==> config.mk <==
export PLATFORM = sky130hd
export DESIGN_NAME = hls_sequencer
export DESIGN_NICKNAME = d
export VERILOG_FILES = /design/src/hls_pkg.sv /design/src/hls_sequencer.sv
export SDC_FILE = /design/constraint.sdc
export NUM_CORES = 1
export LEC_CHECK = 0
export BUFFER_PORTS_ARGS = -buffer_cell sky130_fd_sc_hd__buf_2
export CELL_PAD_IN_SITES_DETAIL_PLACEMENT = 0
export CELL_PAD_IN_SITES_GLOBAL_PLACEMENT = 1
export CORE_AREA = 2 2 133 135
export CTS_CLUSTER_SIZE = 10
export DETAILED_ROUTE_END_ITERATION = 10
export DIE_AREA = 0 0 135 137
export PLACE_DENSITY_LB_ADDON = 0.1
export SLEW_MARGIN = 10
export SYNTH_ARGS = -nofsm -noshare
export SYNTH_HDL_FRONTEND = slang
export SYNTH_SLANG_ARGS = --single-unit
==> constraint.sdc <==
create_clock -name CLK_SYS_I -period 4.4 [get_ports CLK_SYS_I]
set_clock_uncertainty 0.1 [all_clocks]
set_input_delay 0.88 -clock CLK_SYS_I [delete_from_list [all_inputs] [get_ports CLK_SYS_I]]
set_output_delay 0.88 -clock CLK_SYS_I [all_outputs]
set_load 0.05 [all_outputs]
==> src/hls_pkg.sv <==
/*
 Package of the homing sequencer: register map, field positions, reset values,
 error codes, timing constants and shared types.
 Assumes a 50 MHz system clock and a 32-bit AXI4-Lite register bus.
*/
// How it works
// Stopper start ignores the zero pass flag
// Stopper homing never uses retry
// Stopper start with complete set: error 115
// Limit method: home direction, fast, no dog
// Home limit ON-OFF: stop, creep back, zero
// No external inputs assigned: refuse, error 142
// Opposite limit ON-OFF: stop, major 1101/1102
// Limit method never uses retry
// Home limit already OFF: creep reverse at start
// No zero pass before limit stop: error 120
// Retry enable bit, reset value zero
// Dwell 0 to 5000 ms, stopped meanwhile
// Work toward home same way: normal homing
// Work toward home opposite: stop on dog OFF
// One dwell value for both retry stops
// Retry only for dog, count, cradle methods
// Retry only while servo is ON
// Retry limit hit reverses without major error
// Complete only on success; errors latched
package hls_pkg;
   // ----------------------------------------
   // Register map (byte addresses)
   // ----------------------------------------
   localparam logic [7:0] ADDR_CTRL   = 8'h00;
   localparam logic [7:0] ADDR_DWELL  = 8'h04;
   localparam logic [7:0] ADDR_STATUS = 8'h08;
   localparam logic [7:0] ADDR_ERR    = 8'h0c;
   localparam logic [7:0] ADDR_IRQ_ST = 8'h10;
   localparam logic [7:0] ADDR_IRQ_MK = 8'h14;
   // Control fields
   localparam int CTRL_START   = 0;
   localparam int CTRL_METH_LO = 1;
   localparam int CTRL_DIR     = 4;
   localparam int CTRL_RETRY   = 5;
   localparam int CTRL_EXT     = 6;
   localparam int CTRL_COND    = 7;
   localparam int CTRL_CLR_CMP = 8;
   // Reset values and dwell limit
   localparam logic [7:0]  CTRL_RST  = 8'h00;
   localparam logic [12:0] DWELL_RST = 13'h0000;
   localparam logic [12:0] DWELL_MAX = 13'd5000;
   // Interrupt bit positions
   localparam int IRQ_DONE  = 0;
   localparam int IRQ_MINOR = 1;
   localparam int IRQ_MAJOR = 2;
   // ----------------------------------------
   // Error codes
   // ----------------------------------------
   localparam logic [15:0] ERR_CMP_ON   = 16'd115;
   localparam logic [15:0] ERR_NO_ZERO  = 16'd120;
   localparam logic [15:0] ERR_NO_EXT   = 16'd142;
   localparam logic [15:0] ERR_LIM_FWD  = 16'd1001;
   localparam logic [15:0] ERR_LIM_REV  = 16'd1002;
   localparam logic [15:0] ERR_HLIM_FWD = 16'd1101;
   localparam logic [15:0] ERR_HLIM_REV = 16'd1102;
   // ----------------------------------------
   // Timing
   // ----------------------------------------
   localparam int CLK_HZ       = 50_000_000;
   localparam int DWELL_UNIT_US = 1000;
   localparam int CYC_PER_MS   = CLK_HZ / 1_000_000 * DWELL_UNIT_US;
   // ----------------------------------------
   // Types
   // ----------------------------------------
   typedef enum logic [2:0] {
      METH_DOG, METH_COUNT, METH_DATASET, METH_CRADLE, METH_STOPPER, METH_LIMIT
   } hls_meth_t;
   typedef struct packed {
      logic move;    // Travel command; low means decelerate and stop
      logic rev;     // 1 = toward lower limit
      logic creep;   // 1 = creep speed, 0 = homing speed
   } hls_motion_t;
endpackage

==> src/hls_sequencer.sv <==
/*
 Per-axis homing sequencer with AXI4-Lite register slave and interrupt.
 Assumes synchronous axis inputs, limit switches high while ON, a zero
 pulse input from the encoder, and a stopped indication from the amplifier.
*/
`timescale 1ns/1ps
module hls_sequencer
   import hls_pkg::*;
#(
   parameter int DWELL_DIV = CYC_PER_MS   // Cycles per dwell millisecond
)
(
   input  wire logic        CLK_SYS_I,
   input  wire logic        RESET_N_I,
   input  wire logic [7:0]  AWADDR_I,
   input  wire logic        AWVALID_I,
   output logic             AWREADY_O,
   input  wire logic [31:0] WDATA_I,
   input  wire logic [3:0]  WSTRB_I,
   input  wire logic        WVALID_I,
   output logic             WREADY_O,
   output logic [1:0]       BRESP_O,
   output logic             BVALID_O,
   input  wire logic        BREADY_I,
   input  wire logic [7:0]  ARADDR_I,
   input  wire logic        ARVALID_I,
   output logic             ARREADY_O,
   output logic [31:0]      RDATA_O,
   output logic [1:0]       RRESP_O,
   output logic             RVALID_O,
   input  wire logic        RREADY_I,
   input  wire logic        LIMIT_UP_I,     // Upper limit switch, high = ON
   input  wire logic        LIMIT_LO_I,     // Lower limit switch, high = ON
   input  wire logic        DOG_I,          // Proximity dog, high = ON
   input  wire logic        ZERO_PULSE_I,   // One pulse per zero point
   input  wire logic        ZERO_PASS_FLAG_I, // zero_pass_flag
   input  wire logic        TORQUE_LIM_I,   // Torque limiting reached
   input  wire logic        STOPPED_I,      // Axis at standstill
   input  wire logic        SERVO_ON_I,
   output hls_motion_t      MOTION_O,
   output logic             HOME_LATCH_O,   // Take current position as home
   output logic             IRQ_O
);
   // ----------------------------------------
   // Declarations
   // ----------------------------------------
   typedef enum {
      S_IDLE, S_FAST, S_LS_STOP, S_LS_CREEP, S_ERR_STOP, S_STOPPER,
      S_DOG_SEEK, S_DOG_CREEP, S_DWELL_REV, S_RETRY_REV, S_DWELL_FWD
   } hls_state_t;
   hls_state_t  state_q, state_d;        // Sequencer state
   logic [7:0]  ctrl_q;                  // Method, direction, options
   logic [12:0] dwell_q;                 // Retry dwell in ms
   logic [2:0]  irq_st_q, irq_mk_q;      // Sticky events and mask
   logic        complete_q;              // Homing complete flag
   logic        major_q, minor_q;        // Error class of last error
   logic [15:0] err_code_q;              // Last error code
   logic        zp_seen_q, zp_seen_d;    // Zero point passed since start
   logic        dog_seen_q, dog_seen_d;  // Dog seen ON during retry reverse
   logic        retry_q, retry_d;        // Retry armed for this run
   logic        up_q, lo_q;              // Previous limit levels
   logic [15:0] div_q;                   // Millisecond divider
   logic [12:0] ms_q;                    // Dwell milliseconds elapsed
   logic        ms_tick;                 // One-cycle ms enable
   logic        ev_done, ev_minor, ev_major;
   logic [15:0] ev_code;
   hls_motion_t mot_d;
   logic        latch_d;
   logic        aw_q, w_q, wr_go, start_w;
   logic [7:0]  awaddr_q, rd_addr;
   logic [31:0] wdata_q;
   logic [7:0]  ctrl_v;                  // Control as a start in this write sees it
   hls_meth_t   meth;
   logic        hdir, home_lim, opp_lim, home_fall, opp_fall, dwell_done, dog_meth;

   // A start written together with its method must not run on the old setup
   assign ctrl_v   = (start_w && state_q == S_IDLE) ? {wdata_q[7:1], 1'b0} : ctrl_q;
   assign meth     = hls_meth_t'(ctrl_v[CTRL_METH_LO +: 3]);
   assign hdir     = ctrl_v[CTRL_DIR];
   assign home_lim = hdir ? LIMIT_LO_I : LIMIT_UP_I;
   assign opp_lim  = hdir ? LIMIT_UP_I : LIMIT_LO_I;
   // ON to OFF edges of each limit relative to homing direction
   assign home_fall = (hdir ? lo_q : up_q) & ~home_lim;
   assign opp_fall  = (hdir ? up_q : lo_q) & ~opp_lim;
   assign dwell_done = STOPPED_I && (ms_q >= dwell_q);
   // Retry is only meaningful for dog based methods
   assign dog_meth = (meth == METH_DOG) || (meth == METH_COUNT) || (meth == METH_CRADLE);

   // ----------------------------------------
   // AXI4-Lite slave
   // ----------------------------------------
   // Address and data are caught independently; the write fires once both
   // are held and no response is pending, so one write is in flight.
   assign AWREADY_O = !aw_q && !BVALID_O;
   assign WREADY_O  = !w_q && !BVALID_O;
   assign ARREADY_O = !RVALID_O;
   assign wr_go     = aw_q && w_q && !BVALID_O;
   assign start_w   = wr_go && (awaddr_q == ADDR_CTRL) && wdata_q[CTRL_START] && WSTRB_I[0];
   assign rd_addr   = ARADDR_I;

   always_ff @(posedge CLK_SYS_I or negedge RESET_N_I)
   begin
      if (!RESET_N_I)
      begin
         aw_q     <= 1'b0;
         w_q      <= 1'b0;
         awaddr_q <= 8'h00;
         wdata_q  <= 32'h0000_0000;
         BVALID_O <= 1'b0;
         BRESP_O  <= 2'b00;
      end
      else
      begin
         if (AWVALID_I && AWREADY_O)
         begin
            aw_q     <= 1'b1;
            awaddr_q <= AWADDR_I;
         end
         if (WVALID_I && WREADY_O)
         begin
            w_q     <= 1'b1;
            wdata_q <= WDATA_I;
         end
         if (wr_go)
         begin
            aw_q     <= 1'b0;
            w_q      <= 1'b0;
            BVALID_O <= 1'b1;
            // Unmapped or read-only words answer SLVERR
            BRESP_O  <= (awaddr_q == ADDR_CTRL || awaddr_q == ADDR_DWELL || awaddr_q == ADDR_IRQ_ST
                         || awaddr_q == ADDR_IRQ_MK) ? 2'b00 : 2'b10;
         end
         else if (BVALID_O && BREADY_I)
            BVALID_O <= 1'b0;
      end
   end

   // Read data path, one cycle after the address is taken
   always_ff @(posedge CLK_SYS_I or negedge RESET_N_I)
   begin
      if (!RESET_N_I)
      begin
         RVALID_O <= 1'b0;
         RDATA_O  <= 32'h0000_0000;
         RRESP_O  <= 2'b00;
      end
      else if (ARVALID_I && ARREADY_O)
      begin
         RVALID_O <= 1'b1;
         RRESP_O  <= 2'b00;
         case (rd_addr)
            ADDR_CTRL:   RDATA_O <= {24'h000000, ctrl_q};
            ADDR_DWELL:  RDATA_O <= {19'h00000, dwell_q};
            ADDR_STATUS: RDATA_O <= {24'h000000, 4'(state_q), minor_q, major_q, state_q != S_IDLE, complete_q};
            ADDR_ERR:    RDATA_O <= {16'h0000, err_code_q};
            ADDR_IRQ_ST: RDATA_O <= {29'h00000000, irq_st_q};
            ADDR_IRQ_MK: RDATA_O <= {29'h00000000, irq_mk_q};
            default:
            begin
               RDATA_O <= 32'h0000_0000;
               RRESP_O <= 2'b10;
            end
         endcase
      end
      else if (RVALID_O && RREADY_I)
         RVALID_O <= 1'b0;
   end

   // ----------------------------------------
   // Configuration registers
   // ----------------------------------------
   // Start and clear-complete bits are strobes and never stored
   always_ff @(posedge CLK_SYS_I or negedge RESET_N_I)
   begin
      if (!RESET_N_I)
      begin
         ctrl_q   <= CTRL_RST;
         dwell_q  <= DWELL_RST;
         irq_mk_q <= 3'h0;
      end
      else if (wr_go)
      begin
         if (awaddr_q == ADDR_CTRL && WSTRB_I[0] && state_q == S_IDLE)
            ctrl_q <= {wdata_q[7:1], 1'b0};
         // Out of range dwell saturates at the longest allowed
         if (awaddr_q == ADDR_DWELL && WSTRB_I[1:0] == 2'b11)
            dwell_q <= (wdata_q[15:0] > 16'(DWELL_MAX)) ? DWELL_MAX : wdata_q[12:0];
         if (awaddr_q == ADDR_IRQ_MK && WSTRB_I[0])
            irq_mk_q <= wdata_q[2:0];
      end
   end

   // ----------------------------------------
   // Dwell timer
   // ----------------------------------------
   // Counts milliseconds only while in a dwell state; one value serves both
   always_ff @(posedge CLK_SYS_I or negedge RESET_N_I)
   begin
      if (!RESET_N_I)
      begin
         div_q <= 16'h0000;
         ms_q  <= 13'h0000;
      end
      else if (state_q != S_DWELL_REV && state_q != S_DWELL_FWD)
      begin
         div_q <= 16'h0000;
         ms_q  <= 13'h0000;
      end
      else if (STOPPED_I)
      begin
         div_q <= ms_tick ? 16'h0000 : div_q + 16'h0001;
         if (ms_tick && ms_q != DWELL_MAX)
            ms_q <= ms_q + 13'h0001;
      end
   end
   assign ms_tick = (div_q == 16'(DWELL_DIV - 1));

   // ----------------------------------------
   // Sequencer next state
   // ----------------------------------------
   always_comb
   begin
      state_d    = state_q;
      zp_seen_d  = zp_seen_q | ZERO_PULSE_I | ZERO_PASS_FLAG_I;
      dog_seen_d = dog_seen_q;
      retry_d    = retry_q;
      ev_done    = 1'b0;
      ev_minor   = 1'b0;
      ev_major   = 1'b0;
      ev_code    = 16'h0000;
      latch_d    = 1'b0;
      case (state_q)
         S_IDLE:
         begin
            if (start_w)
            begin
               zp_seen_d  = 1'b0;
               dog_seen_d = 1'b0;
               // Retry armed only for dog methods with servo ON
               retry_d    = ctrl_v[CTRL_RETRY] && dog_meth && SERVO_ON_I;
               case (meth)
                  METH_STOPPER:
                     if (complete_q)
                     begin
                        ev_minor = 1'b1;
                        ev_code  = ERR_CMP_ON;
                     end
                     else
                        state_d = S_STOPPER;
                  METH_LIMIT:
                     if (!ctrl_v[CTRL_EXT])
                     begin
                        ev_minor = 1'b1;
                        ev_code  = ERR_NO_EXT;
                     end
                     else if (!home_lim)
                        state_d = S_LS_CREEP;
                     else
                        state_d = S_FAST;
                  METH_DATASET:
                  begin
                     ev_done = 1'b1;
                     latch_d = 1'b1;
                  end
                  default:
                     state_d = DOG_I ? S_DOG_CREEP : S_DOG_SEEK;
               endcase
            end
         end
         S_FAST:
            if (opp_fall)
            begin
               ev_major = 1'b1;
               ev_code  = hdir ? ERR_HLIM_REV : ERR_HLIM_FWD;
               state_d  = S_ERR_STOP;
            end
            else if (home_fall)
               state_d = S_LS_STOP;
         S_LS_STOP:
            if (STOPPED_I)
            begin
               if (!zp_seen_q && !ctrl_q[CTRL_COND])
               begin
                  ev_minor = 1'b1;
                  ev_code  = ERR_NO_ZERO;
                  state_d  = S_IDLE;
               end
               else
                  state_d = S_LS_CREEP;
            end
         S_LS_CREEP:
            // First zero back from the limit is the one just inside it
            if (opp_fall)
            begin
               ev_major = 1'b1;
               ev_code  = hdir ? ERR_HLIM_REV : ERR_HLIM_FWD;
               state_d  = S_ERR_STOP;
            end
            else if (ZERO_PULSE_I)
            begin
               ev_done = 1'b1;
               latch_d = 1'b1;
               state_d = S_IDLE;
            end
         S_STOPPER:
            if (TORQUE_LIM_I)
            begin
               ev_done = 1'b1;
               latch_d = 1'b1;
               state_d = S_IDLE;
            end
         S_DOG_SEEK:
            if (home_fall || opp_fall)
            begin
               if (retry_q && SERVO_ON_I)
                  state_d = S_DWELL_REV;
               else
               begin
                  ev_major = 1'b1;
                  ev_code  = (home_fall ^ hdir) ? ERR_LIM_FWD : ERR_LIM_REV;
                  state_d  = S_ERR_STOP;
               end
            end
            else if (DOG_I)
               state_d = S_DOG_CREEP;
         S_DOG_CREEP:
            if (ZERO_PULSE_I)
            begin
               ev_done = 1'b1;
               latch_d = 1'b1;
               state_d = S_IDLE;
            end
         S_DWELL_REV:
            if (dwell_done)
               state_d = S_RETRY_REV;
         S_RETRY_REV:
         begin
            dog_seen_d = dog_seen_q | DOG_I;
            if (!SERVO_ON_I)
               state_d = S_ERR_STOP;
            else if (dog_seen_q && !DOG_I)
               state_d = S_DWELL_FWD;
         end
         S_DWELL_FWD:
            if (dwell_done)
               state_d = S_DOG_SEEK;
         S_ERR_STOP:
            if (STOPPED_I)
               state_d = S_IDLE;
         default:
            state_d = S_IDLE;
      endcase
   end

   // Travel command for each state; stop states drive move low
   always_comb
   begin
      mot_d = '0;
      case (state_d)
         S_FAST:      mot_d = '{move: 1'b1, rev: hdir, creep: 1'b0};
         S_LS_CREEP:  mot_d = '{move: 1'b1, rev: !hdir, creep: 1'b1};
         S_STOPPER:   mot_d = '{move: 1'b1, rev: hdir, creep: 1'b1};
         S_DOG_SEEK:  mot_d = '{move: 1'b1, rev: hdir, creep: 1'b0};
         S_DOG_CREEP: mot_d = '{move: 1'b1, rev: hdir, creep: 1'b1};
         S_RETRY_REV: mot_d = '{move: 1'b1, rev: !hdir, creep: 1'b0};
         default:     mot_d = '{move: 1'b0, rev: hdir, creep: 1'b0};
      endcase
   end

   // ----------------------------------------
   // Sequencer registers
   // ----------------------------------------
   always_ff @(posedge CLK_SYS_I or negedge RESET_N_I)
   begin
      if (!RESET_N_I)
      begin
         state_q      <= S_IDLE;
         zp_seen_q    <= 1'b0;
         dog_seen_q   <= 1'b0;
         retry_q      <= 1'b0;
         up_q         <= 1'b0;
         lo_q         <= 1'b0;
         MOTION_O     <= '0;
         HOME_LATCH_O <= 1'b0;
      end
      else
      begin
         state_q      <= state_d;
         zp_seen_q    <= zp_seen_d;
         dog_seen_q   <= dog_seen_d;
         retry_q      <= retry_d;
         up_q         <= LIMIT_UP_I;
         lo_q         <= LIMIT_LO_I;
         MOTION_O     <= mot_d;
         HOME_LATCH_O <= latch_d;
      end
   end

   // ----------------------------------------
   // Status, error and interrupt
   // ----------------------------------------
   // Hardware set wins over a software clear in the same cycle
   always_ff @(posedge CLK_SYS_I or negedge RESET_N_I)
   begin
      if (!RESET_N_I)
      begin
         complete_q <= 1'b0;
         major_q    <= 1'b0;
         minor_q    <= 1'b0;
         err_code_q <= 16'h0000;
         irq_st_q   <= 3'h0;
      end
      else
      begin
         if (ev_done)
            complete_q <= 1'b1;
         else if ((start_w && state_q == S_IDLE && meth != METH_STOPPER)
                  || (wr_go && awaddr_q == ADDR_CTRL && wdata_q[CTRL_CLR_CMP] && WSTRB_I[1]))
            complete_q <= 1'b0;
         if (ev_minor || ev_major)
         begin
            err_code_q <= ev_code;
            major_q    <= ev_major;
            minor_q    <= ev_minor;
         end
         irq_st_q <= (irq_st_q & ~((wr_go && awaddr_q == ADDR_IRQ_ST && WSTRB_I[0]) ? wdata_q[2:0] : 3'h0))
                     | {ev_major, ev_minor, ev_done};
      end
   end
   assign IRQ_O = |(irq_st_q & irq_mk_q);
endmodule

Word-level counts from Yosys, hierarchy flattened
Cells that the tools add are included.
W data, S select, Z words.
{ "word_totals": {"ff_bits": 179, "input_bits": 67, "output_inout_bits": 46, "wordCells": 234} }
{ "op_classes": {"n_addsub": 2, "magnitude_cmp": 2, "eq_ne": 36, "mux": 82, "bitwise_logic": 12, "reduce_logical": 71} }
{ "op_table": {"columns": ["operator", "n"], "rows": [
  ["$mux W32", 16],
  ["$pmux W32 S11", 1],
  ["$eq A32 B3 Y1 const B", 7],
  ["$eq A32 B4 Y1 const B", 4],
  ["$eq A32 B2 Y1 const B", 3],
  ["$pmux W16 S6", 1],
  ["$pmux W32 S3", 1],
  ["$eq A32 B1 Y1 const B", 2],
  ["$logic_not A32 Y1", 2],
  ["$ne A32 B5 Y1 const B", 2],
  ["$mux W13", 4],
  ["$mux W16", 3],
  ["$pmux W11 S4", 1],
  ["$eq A8 B5 Y1 const B", 4],
  ["$reduce_bool A32 Y1", 1],
  ["$mux W1", 31],
  ["$logic_and A1 B1 Y1", 30],
  ["$mux W7", 4],
  ["$mux W10", 2],
  ["$add A16 B1 Y16 const B", 1],
  ["$eq A16 B16 Y1 const B", 1],
  ["$eq A8 B3 Y1 const B", 2],
  ["$eq A8 B4 Y1 const B", 2],
  ["$gt A16 B13 Y1 const B", 1],
  ["34 further kinds", 79]
]} }

Depth between registers and ports, before layout
Gate-level depths: netlist of run 1.
{ "logic_depth": {"ltp_word": 16, "mapped_depth": 12} }

Worst setup path after synthesis of run 1
OpenSTA, ideal clock, no wires.
{ "synth_path": {"path_kind": "register to register", "start": "reg state_q[4]", "end": "reg err_code_q[1]", "arrival_time_ps": 3176, "t_required_ps": 4174, "slack_ps": 998, "path_stages_with_launch": 10, "n_path_buf": 1, "period_less_slack_ps": 3402, "cell_sequence": "dfrtp_1 > or4_4 > or4_4 > nor4_4 > mux2_4 > mux2i_2 > o31a_1 > and3_1 > buf_6 > a221o_1"} }
{ "synth_between": {"elab_chain_len": 11, "word_cells_on_any_way": 38, "classes_between": "eq/ne (6); mux (21); bitwise (5); reduce/logical (6)"} }
{ "synth_lines": {"columns": ["item", "line_no", "source"], "rows": [
  ["start: declaration", "hls_sequencer.sv:51", "hls_state_t state_q, state_d;"],
  ["start signal: assignment", "hls_sequencer.sv:388", "state_q <= state_d;"],
  ["$logic_not A32 Y1", "hls_sequencer.sv:77", "assign ctrl_v = (start_w && state_q == S_IDLE) ? {wdata_q[7:1], 1'b0} : ctrl_q;"],
  ["$logic_and A1 B1 Y1", "hls_sequencer.sv:77", null],
  ["$mux W7", "hls_sequencer.sv:77", null],
  ["$mux W1", "hls_sequencer.sv:80", "assign home_lim = hdir ? LIMIT_LO_I : LIMIT_UP_I;"],
  ["$not A1 Y1", "hls_sequencer.sv:83", "assign home_fall = (hdir ? lo_q : up_q) & ~home_lim;"],
  ["$and A1 B1 Y1", "hls_sequencer.sv:83", null],
  ["$xor A1 B1 Y1", "hls_sequencer.sv:320", "ev_code = (home_fall ^ hdir) ? ERR_LIM_FWD : ERR_LIM_REV;"],
  ["$mux W2", "hls_sequencer.sv:320", null],
  ["$mux W10", "hls_sequencer.sv:315", "if (retry_q && SERVO_ON_I)"],
  ["$mux W10", "hls_sequencer.sv:313", "if (home_fall || opp_fall)"],
  ["$pmux W11 S4", "hls_sequencer.sv:232", "case (state_q)"],
  ["end signal: assignment", "hls_sequencer.sv:422", "err_code_q <= ev_code;"],
  ["end: declaration", "hls_sequencer.sv:57", "logic [15:0] err_code_q;"]
]} }
Several ways; a longest one is shown, not always the timed one.
A chain may end at the register's enable or synchronous reset.

Final worst setup path of run 1
{ "layout_path": {"start": "reg state_q[4]", "end": "reg err_code_q[7]"} }
{ "layout_between": {"elab_chain_len": 10, "word_cells_on_any_way": 33, "classes_between": "eq/ne (6); mux (17); bitwise (4); reduce/logical (6)"} }
{ "layout_lines": {"columns": ["item"], "rows": [
  ["branches (longest 10 deep; another with $logic_not A32 Y1)"]
]} }
Several ways; the timed one is not identified.

==> run summary, run 1 <==
The overall power after layout is 0.003694 W, and the final count of hold timing violations is 0. The maximum level of the CTS H-tree is 4, and the summed negative setup slack over all endpoints is 0 ps. In the routed design, unresolved DRC markers number 0.

At the end of routability-driven placement, the weighted congestion stood at 0.9300. The data required time of the worst path was 4640 ps. The endpoint identified for the worst register-to-register timing path is err_code_q[7].

The maximum clock rate is 0.2653 GHz, and the worst-case headroom to the max-slew limit is 38.07%. Summed over all instances, the cell type with the most area after synthesis is sky130_fd_sc_hd__dfrtp_1. For the floorplan die area, the log shows 18500 um^2. Clock tree synthesis found a total of 152 sinks. After global routing the overflow that remains totals 0. The Yosys step of the flow raised 0 warnings. The worst register-to-register path has a setup slack of 630 ps. The total wirelength of the detailed-routed design is 18410 um. With fillers left out, the area of the finished cells amounts to 8671 um^2. At the worst endpoint, the arrival time is 4010 ps. Dividing the final minimum period by the clock period gives 85.66%. The run finished with clean final reports. Traced cell by cell, the critical path runs through or4_4 -> or4_4 -> nor4_4 -> mux2_4 -> mux2i_2 -> o31a_1 -> and3_1 -> nand2_1 -> nand3_1.

The critical path contains buffers and inverters numbering 0 combined. For the detailed-route via count, the log shows 5847. On the critical path the largest part of the delay comes from simple AND/OR/NAND/NOR gates.

Fill cells in the final layout number 1601. IR analysis of the VDD net gives a maximum drop of 0.4448 mV. The worst hold path stage count works out to 2.

The die is 135 um wide. The synthesized design contains 0 enable-type register cells. The proportion of synthesized flip-flops having asynchronous set or reset is 100.0%, and the max-cap violation count is 0. The mean instance size in the synthesized netlist is 10.18 um^2.

The startpoint-to-endpoint class of the critical path is flip-flop to flip-flop. The share of Yosys cell area claimed by the top area cell type is 51.30%, and the number of instances in the synthesized netlist is 728. The type of origin of the critical path was a flip-flop. During I/O placement, the number of pins put on the boundary was 113. The final number of max-transition violations is 0, and the quantity of I/O buffers inserted on ports is 73. The longest clock path from root to sink contains 2 buffers. The tools report the worst hold endpoint as RDATA_O[12].

From bottom edge to top edge, the die measures 137 um. The share of the Yosys chip area taken by registers is 51.30%. The logs give 50.84% for the share of the core filled with cells in the final layout and 7415 um^2 for the summed instance area of the synthesized netlist.

The count of nets left with antenna violations once routing finished came out at 0. Post-CTS timing repair inserted 0 buffers for setup. After detailed placement, the total cell area comes to 8092 um^2. The HPWL after detailed placement was 13680 um. The area added between synthesis and finish works out to 16.94%.

The min-delay analysis places its worst path in the category flip-flop to flip-flop. Among all stages on the critical path, the largest delay is contributed by sky130_fd_sc_hd__or4_4. The share of final-layout standard cells stronger than drive strength 1 is 18.99%, and the number of hold buffers added after cts is 0.

The number of gates resized after CTS was 0. Among all flip-flop cells after synthesis, the most frequent one is sky130_fd_sc_hd__dfrtp_1. The logs give 420 ps for the clock latency on the worst-skew pair and 918 for the number of nets in the final layout. The tools report the TritonCTS buffer count as 17.

In this run the worst path has a maximum fanout of 8. Setup repair after global routing left no endpoint under its margin. TritonCTS built the clock tree. The total area inside the core boundary comes to 17060 um^2.

The first global-routing pass estimated 30150 um of wire. The tools report the hold path startpoint as RDATA_O[12]. Subtracting the final worst setup slack from the clock period gives 3769 ps. The first detailed-routing pass took 5 iterations. Setup violations remaining at the end of the flow were counted as 0. The worst register-to-register path begins at state_q[4]. Flop and latch count out of synthesis: 152. The number of antenna violations at the first check in global routing is 0.

Mean number of vias per cell: 5.449. The worst setup path is captured at a flip-flop. The total number of placement rows was 48; the antenna cell count was 0.

Clock tree synthesis selected as its root buffer the cell sky130_fd_sc_hd__clkbuf_16. Sorting the synthesized cells by area gives the leading types as sky130_fd_sc_hd__dfrtp_1 (51%), sky130_fd_sc_hd__mux2_2 (4.7%), sky130_fd_sc_hd__nand2_1 (3.9%), sky130_fd_sc_hd__nor2_1 (3.1%), sky130_fd_sc_hd__o21ai_0 (2.8%). In this run the power density over the cells is 426.0 nW/um^2. Across every metal layer, demand over resource in global routing totals 21.13%.

The wire length per cell after detailed routing came out at 17.16 um. In this design, the stage delay of the slowest critical-path cell is 560 ps. Counting cells, the worst reg-to-reg path comes to 9.

The count of different cell masters after synthesis was 64. Entering global routing, the biggest net connects 99 pins. The number of global-route vias before repair was 5717; the slew at the pin closest to its max-slew limit was 929.0 ps. The register clock-pin slew on the reported worst setup and hold paths is 60 ps, and the initial DRC count is 349.

In this run the static leakage power is 3.965 nW. Cell with the most instances on the worst path: sky130_fd_sc_hd__or4_4. The run gives 43.47% as the initial core utilization.
-- registers in the layout, indices dropped and copies added, names as in the netlist, 8 cells and up --
signal and cells:
state_q 32, div_q 16, wdata_q 16, RDATA_O 13, dwell_q 13, ms_q 13
err_code_q 10, awaddr_q 8
-- metal layers --
metal  GRT usage, %  up-vias  share of wire [%]
met4          6.192        0                1.2
li1               -     2778                  -
met2          32.80      168                 46
met5              0        -                  0
met1          30.04     2876                 48
met3          4.370       25                4.8
-- logic make-up after synthesis --
| family | Yosys count | share of synthesized area, % |
|---|---|---|
| buffers and inverters | 73 | 4.860 |
| muxes | 39 | 6.243 |
| DFF | 152 | 51.30 |
| and+or+nand+nor | 291 | 20.05 |
| adders and majority gates | 16 | 2.700 |
| AOI/OAI and AO/OA | 137 | 12.56 |
| xor gates and xnor gates | 19 | 2.244 |
| other | 1 | 0.05058 |
-- power breakdown --
| group | internal (W) | switching, W |
|---|---|---|
| combinational | 0.000203 | 0.000347 |
| sequential | 0.00155 | 0.000164 |
| clock | 0.000838 | 0.000594 |
| total | 0.00259 | 0.00111 |
-- worst max path at each step --
stage	from	end	slack, ps	cells past startpoint
after global routing	state_q[4]	err_code_q[0]	530	9
after floorplan	state_q[4]	err_code_q[1]	1000	9
after detailed placement	state_q[4]	err_code_q[1]	670	8
after CTS	state_q[4]	err_code_q[1]	660	8
final	state_q[4]	err_code_q[7]	630	9
after global placement	WSTRB_I[0]	err_code_q[1]	680	9
-- cell usage in the layout, fill, tap and decap left out, types with 10 or more instances in the layout --
cell / count
sky130_fd_sc_hd__nor4_1: 11
sky130_fd_sc_hd__nand2_1: 78
sky130_fd_sc_hd__xor2_1: 14
sky130_fd_sc_hd__buf_2: 72
sky130_fd_sc_hd__nand3_1: 29
sky130_fd_sc_hd__buf_4: 10
sky130_fd_sc_hd__nand4_1: 17
sky130_fd_sc_hd__a21oi_1: 25
sky130_fd_sc_hd__ha_1: 16
sky130_fd_sc_hd__and3_1: 11
sky130_fd_sc_hd__clkbuf_16: 17
sky130_fd_sc_hd__dfrtp_1: 152
sky130_fd_sc_hd__conb_1: 49
sky130_fd_sc_hd__nor2_1: 61
sky130_fd_sc_hd__mux2_2: 31
sky130_fd_sc_hd__inv_1: 29
sky130_fd_sc_hd__nor3_1: 19
sky130_fd_sc_hd__or3_1: 12
sky130_fd_sc_hd__a22o_1: 15
sky130_fd_sc_hd__o21ai_0: 42
-- synth_stat cells, drive strengths merged, types with 3 or more instances --
cell type,number
nand4b,3
nor2b,7
or2,5
nor2,61
a32oi,3
mux2,32
nor3b,5
mux2i,5
a21oi,26
o31ai,4
nand2,78
inv,29
or3,12
and4,4
and2,7
dfrtp,152
clkbuf,22
nor4,12
o21bai,3
a22o,15
ha,16
nand4,17
o211ai,6
a22oi,3
or4,6
a221oi,7
nor3,19
xnor2,5
xor2,14
a221o,3
nand2b,6
o21ai,42
o221ai,3
a211o,3
nand3,29
buf,22
and3,11
-- stage by stage --
| step | hold WS, ps | setup slack, ps | cells |
|---|---|---|---|
| after global placement | 360.6 | 675.6 | 1041 |
| final | 376.4 | 631.0 | 1073 |
| after detailed placement | 368.5 | 673.9 | 1041 |
| after CTS | 383.2 | 661.8 | 1073 |
| after floorplan | 345.1 | 997.6 | 776 |
| after global routing | 394.1 | 528.9 | 1073 |
-- cell type report --
cell class	count	area [um^2]	share of cell area, %
Multi-Input combinational cell	551	3431	39.57
Clock buffer	18	429.2	4.949
Inverter	29	108.9	1.255
Sequential cell	152	3804	43.87
Timing Repair Buffer	84	466.7	5.382
Clock inverter	14	150.1	1.732
Tap cell	225	281.5	3.247
-- worst register-to-register path, cell delays in order, from the launching register on --
cell and delay [ps]:
sky130_fd_sc_hd__dfrtp_1 380, sky130_fd_sc_hd__or4_4 560, sky130_fd_sc_hd__or4_4 480, sky130_fd_sc_hd__nor4_4 440, sky130_fd_sc_hd__mux2_4 380, sky130_fd_sc_hd__mux2i_2 450
sky130_fd_sc_hd__o31a_1 340, sky130_fd_sc_hd__and3_1 370, sky130_fd_sc_hd__nand2_1 100, sky130_fd_sc_hd__nand3_1 90
(Power assumes the default switching activity.)
==> inputs of run 2 (changes only) <==
CORE_AREA = 5 5 136 138   (was 2 2 133 135)
DIE_AREA = 0 0 141 143   (was 0 0 135 137)
==> run 2 against run 1 <==
- die area is 9.0% higher
- clock-buffer cell count increased by 1
- sequential share of layout area is 0.28 points lower
- global-route usage is 1.4 points lower
- critical path type unchanged
==> run summary, run 2 (synthesized netlist as in run 1, its figures left out) <==
The tools report the max-cap violation count as 0 (unchanged). The total I/O pin count is 113 (unchanged). In this run the worst setup path begins at state_q[4].

The tools report the final number of setup-violating endpoints as 0 (unchanged). The slew at the pin closest to its max-slew limit works out to 840.3 ps (-88.69 ps). Cell area after layout: 8727 um^2 (+0.65%).

The worst hold path belongs to the class flip-flop to flip-flop. TritonCTS built the clock tree. The initial DRC count is 402 (+15%), and the worst-case headroom to the max-slew limit is 43.98% (+5.9 points). For the clock latency on the worst-skew pair, the log shows 420 ps (about the same). The run gives 0.002664 W (+2.9%) as the internal power summed over all cells. The antenna cell count is 0 (unchanged). The number of cells in the design after placement was 1044 (+0.29%); the register-to-register setup slack was 650 ps (+20 ps). Final number of max-transition violations: 0 (unchanged).

The startpoint-to-endpoint class of the critical path is flip-flop to flip-flop. The part of the cycle the worst path needs is 85.16% (-0.50 points). The run gives 3431 um^2 (unchanged) as the footprint of the multi-input gates. The number of flip-flops under the largest register name works out to 32 (unchanged).

Setup repair after global routing left no endpoint under its margin. The top cell types in the final layout, fill and taps aside, are sky130_fd_sc_hd__dfrtp_1 (152), sky130_fd_sc_hd__nand2_1 (78), sky130_fd_sc_hd__buf_2 (72), sky130_fd_sc_hd__nor2_1 (61), sky130_fd_sc_hd__conb_1 (49). Worst reg2reg path startpoint: state_q[4]. The area added between synthesis and finish was 17.70%; the wire length per cell after detailed routing was 17.59 um (+2.5%).

The switching power total came out at 0.001111 W (+0.48%). Worst setup path endpoint: err_code_q[1]. The overall power after layout is 0.003775 W (+2.2%). The run gives 43.47% (unchanged) as the initial core utilization.

Data arrival time of the critical path: 3960 ps (-50 ps). The chip height works out to 143 um (+4.4%). For the number of antenna violations at the first check in global routing, the log shows 0 (unchanged). The data required time of the worst path was 4610 ps (-30 ps). The logs give 17060 um^2 (unchanged) for the area of the placeable core and 45.4% (-0.9 points) for the share of power burned in registers. The worst setup path is captured at a flip-flop. The power density of the placed cells was 432.6 nW/um^2 (+1.5%). The number of global-route vias before repair came out at 6002 (+5.0%).

The tools report the total number of placement rows as 48 (unchanged). The run gives 14.6% (-0.3 points) as the relative contribution of combinational cells to total power. The number of cell instances on the worst register-to-register path was 8 (-1); the mean number of vias per cell was 5.427 (-0.42%). The wire length of the first global-routing pass was 31420 um (+4.2%). The library cell used most frequently in the layout, excluding fill and tap cells, is sky130_fd_sc_hd__dfrtp_1.

The leakage component of the power was 3.993 nW (+0.70%). Number of nets in the final layout: 921 (+0.33%). The logs give 8114 um^2 (+0.28%) for the instance area after placement and 2 (unchanged) for the maximum count of clock buffers along a single path.

The horizontal extent of the die works out to 141 um (+4.4%). The run gives 1603 (+0.12%) as the filler cell count. The tools report the endpoint of the lowest-slack register-to-register path as err_code_q[1]. The tools report the floorplan die area as 20160 um^2 (+9.0%). The maximum number of pins on one net before global-route repair is 91 (-8.1%). The share of final-layout standard cells stronger than drive strength 1 came out at 19.27% (+0.29 points).

The run gives 3804 um^2 (unchanged) as the flip-flop and latch area. The register name with the most flops was state_q. The logs give 0 (unchanged) for the number of hold buffers added after cts and 0 (unchanged) for the number of cells upsized or downsized after cts. For the final count of hold timing violations, the log shows 0 (unchanged). In the final layout, the registers with the most flip-flops are state_q x32, div_q x16, wdata_q x16.

The run gives 0 ps (unchanged) as the summed negative setup slack over all endpoints. The largest fanout on the critical path came out at 8 (unchanged). The global routing usage summed across all routing layers was 19.72% (-1.4 points). The quantity of I/O buffers inserted on ports is 73 (unchanged). The maximum level of the CTS H-tree is 4 (unchanged). The flow ran to the end, and the final reports show no timing, DRC or antenna violations. The smallest hold slack is 369.4 ps (-6.991 ps). The clock sink count was 152 (unchanged); the maximum clock rate was 0.2669 GHz (+0.58%). The final routed DRC violation total is 0 (unchanged). The post-layout minimum cycle time is 3747 ps (-21.85 ps), and the total wirelength of the detailed-routed design is 18920 um (+2.8%).

The type of origin of the critical path is a flip-flop. The register clock-pin slew on the reported worst setup and hold paths was 60 ps (about the same); the final weighted congestion in routability-driven placement was 0.9676 (+4.0%). The tools report the worst ir drop on vdd as 0.3884 mV (-13%).

The final cell count without fillers was 1076 (+0.28%). The tools report the count of antenna-violating nets left after detailed routing as 0 (unchanged). The clock root buffer is sky130_fd_sc_hd__clkbuf_16. The length of the first detailed-routing pass in iterations was 5 (unchanged); the final global-route overflow total was 0 (unchanged). TritonCTS buffer count: 17 (unchanged). The HPWL after detailed placement was 14290 um (+4.5%); the switching part of the total was 29.42% (-0.50 points). The part of the total power dissipated in the clock network came out at 40.0% (+1.2 points).

The detailed-route via count is 5839 (-0.14%), and the number of buffers added for setup after CTS is 0 (unchanged).
[run 2: cell types whose count changed in the layout (fill, tap and decap cells not counted), sizes merged]
cell    before  now
bufinv       2    3
clkinv       7    5
clkbuf      18   19
buf         84   87
[run 2: metrics by stage]
stage	setup slack (ps)	utilization, %
after floorplan	997.6	-
after global placement	596.2	47.57
after detailed placement	662.3	47.57
after CTS	672.2	51.17
after global routing	518.1	51.17
final	652.9	51.17
[run 2: power by group through the flow]
stage               clock (W)  sequential, W  combinational [W]
finish                0.00151        0.00171           0.000551
global route          0.00160        0.00173           0.000609
CTS                   0.00154        0.00171           0.000557
detailed placement          0        0.00174           0.000556
global placement            0        0.00173           0.000541
floorplan                   0        0.00168           0.000416
[run 2: how the worst min path moves through the flow]
stage                     cells past startpoint           start             end  slack (ps)
after global routing                          2     RDATA_O[11]     RDATA_O[11]         410
after detailed placement                      2     RDATA_O[12]     RDATA_O[12]         370
after floorplan                               2  err_code_q[10]  err_code_q[10]         350
final                                         2     RDATA_O[12]     RDATA_O[12]         370
after CTS                                     2     RDATA_O[12]     RDATA_O[12]         380
after global placement                        2      RDATA_O[1]      RDATA_O[1]         360
[run 2: layout make-up]
class | instances | share of cell area (%)
multi-input combinational | 551 | 39.31
inverter | 29 | 1.247
timing repair buffer | 87 | 5.606
sequential | 152 | 43.58
clock inverter | 13 | 1.950
tap | 225 | 3.226
clock buffer | 19 | 5.075
[run 2: layer usage]
layer | vias to the layer above | wire length [um] | track usage, %
met5 | - | 0 | 0
li1 | 2779 | - | -
met2 | 138 | 8797 | 31.50
met3 | 19 | 861 | 4.454
met4 | 0 | 199 | 4.335
met1 | 2903 | 9064 | 27.78
[run 2: worst max-delay path, cell delays in order (launching register included)]
cell and delay (ps):
sky130_fd_sc_hd__dfrtp_1 380, sky130_fd_sc_hd__or4_4 560, sky130_fd_sc_hd__or4_4 470, sky130_fd_sc_hd__nor4_4 450, sky130_fd_sc_hd__mux2_4 380, sky130_fd_sc_hd__mux2i_2 230, sky130_fd_sc_hd__o31a_1 370, sky130_fd_sc_hd__and3_1 330
sky130_fd_sc_hd__a221o_1 370
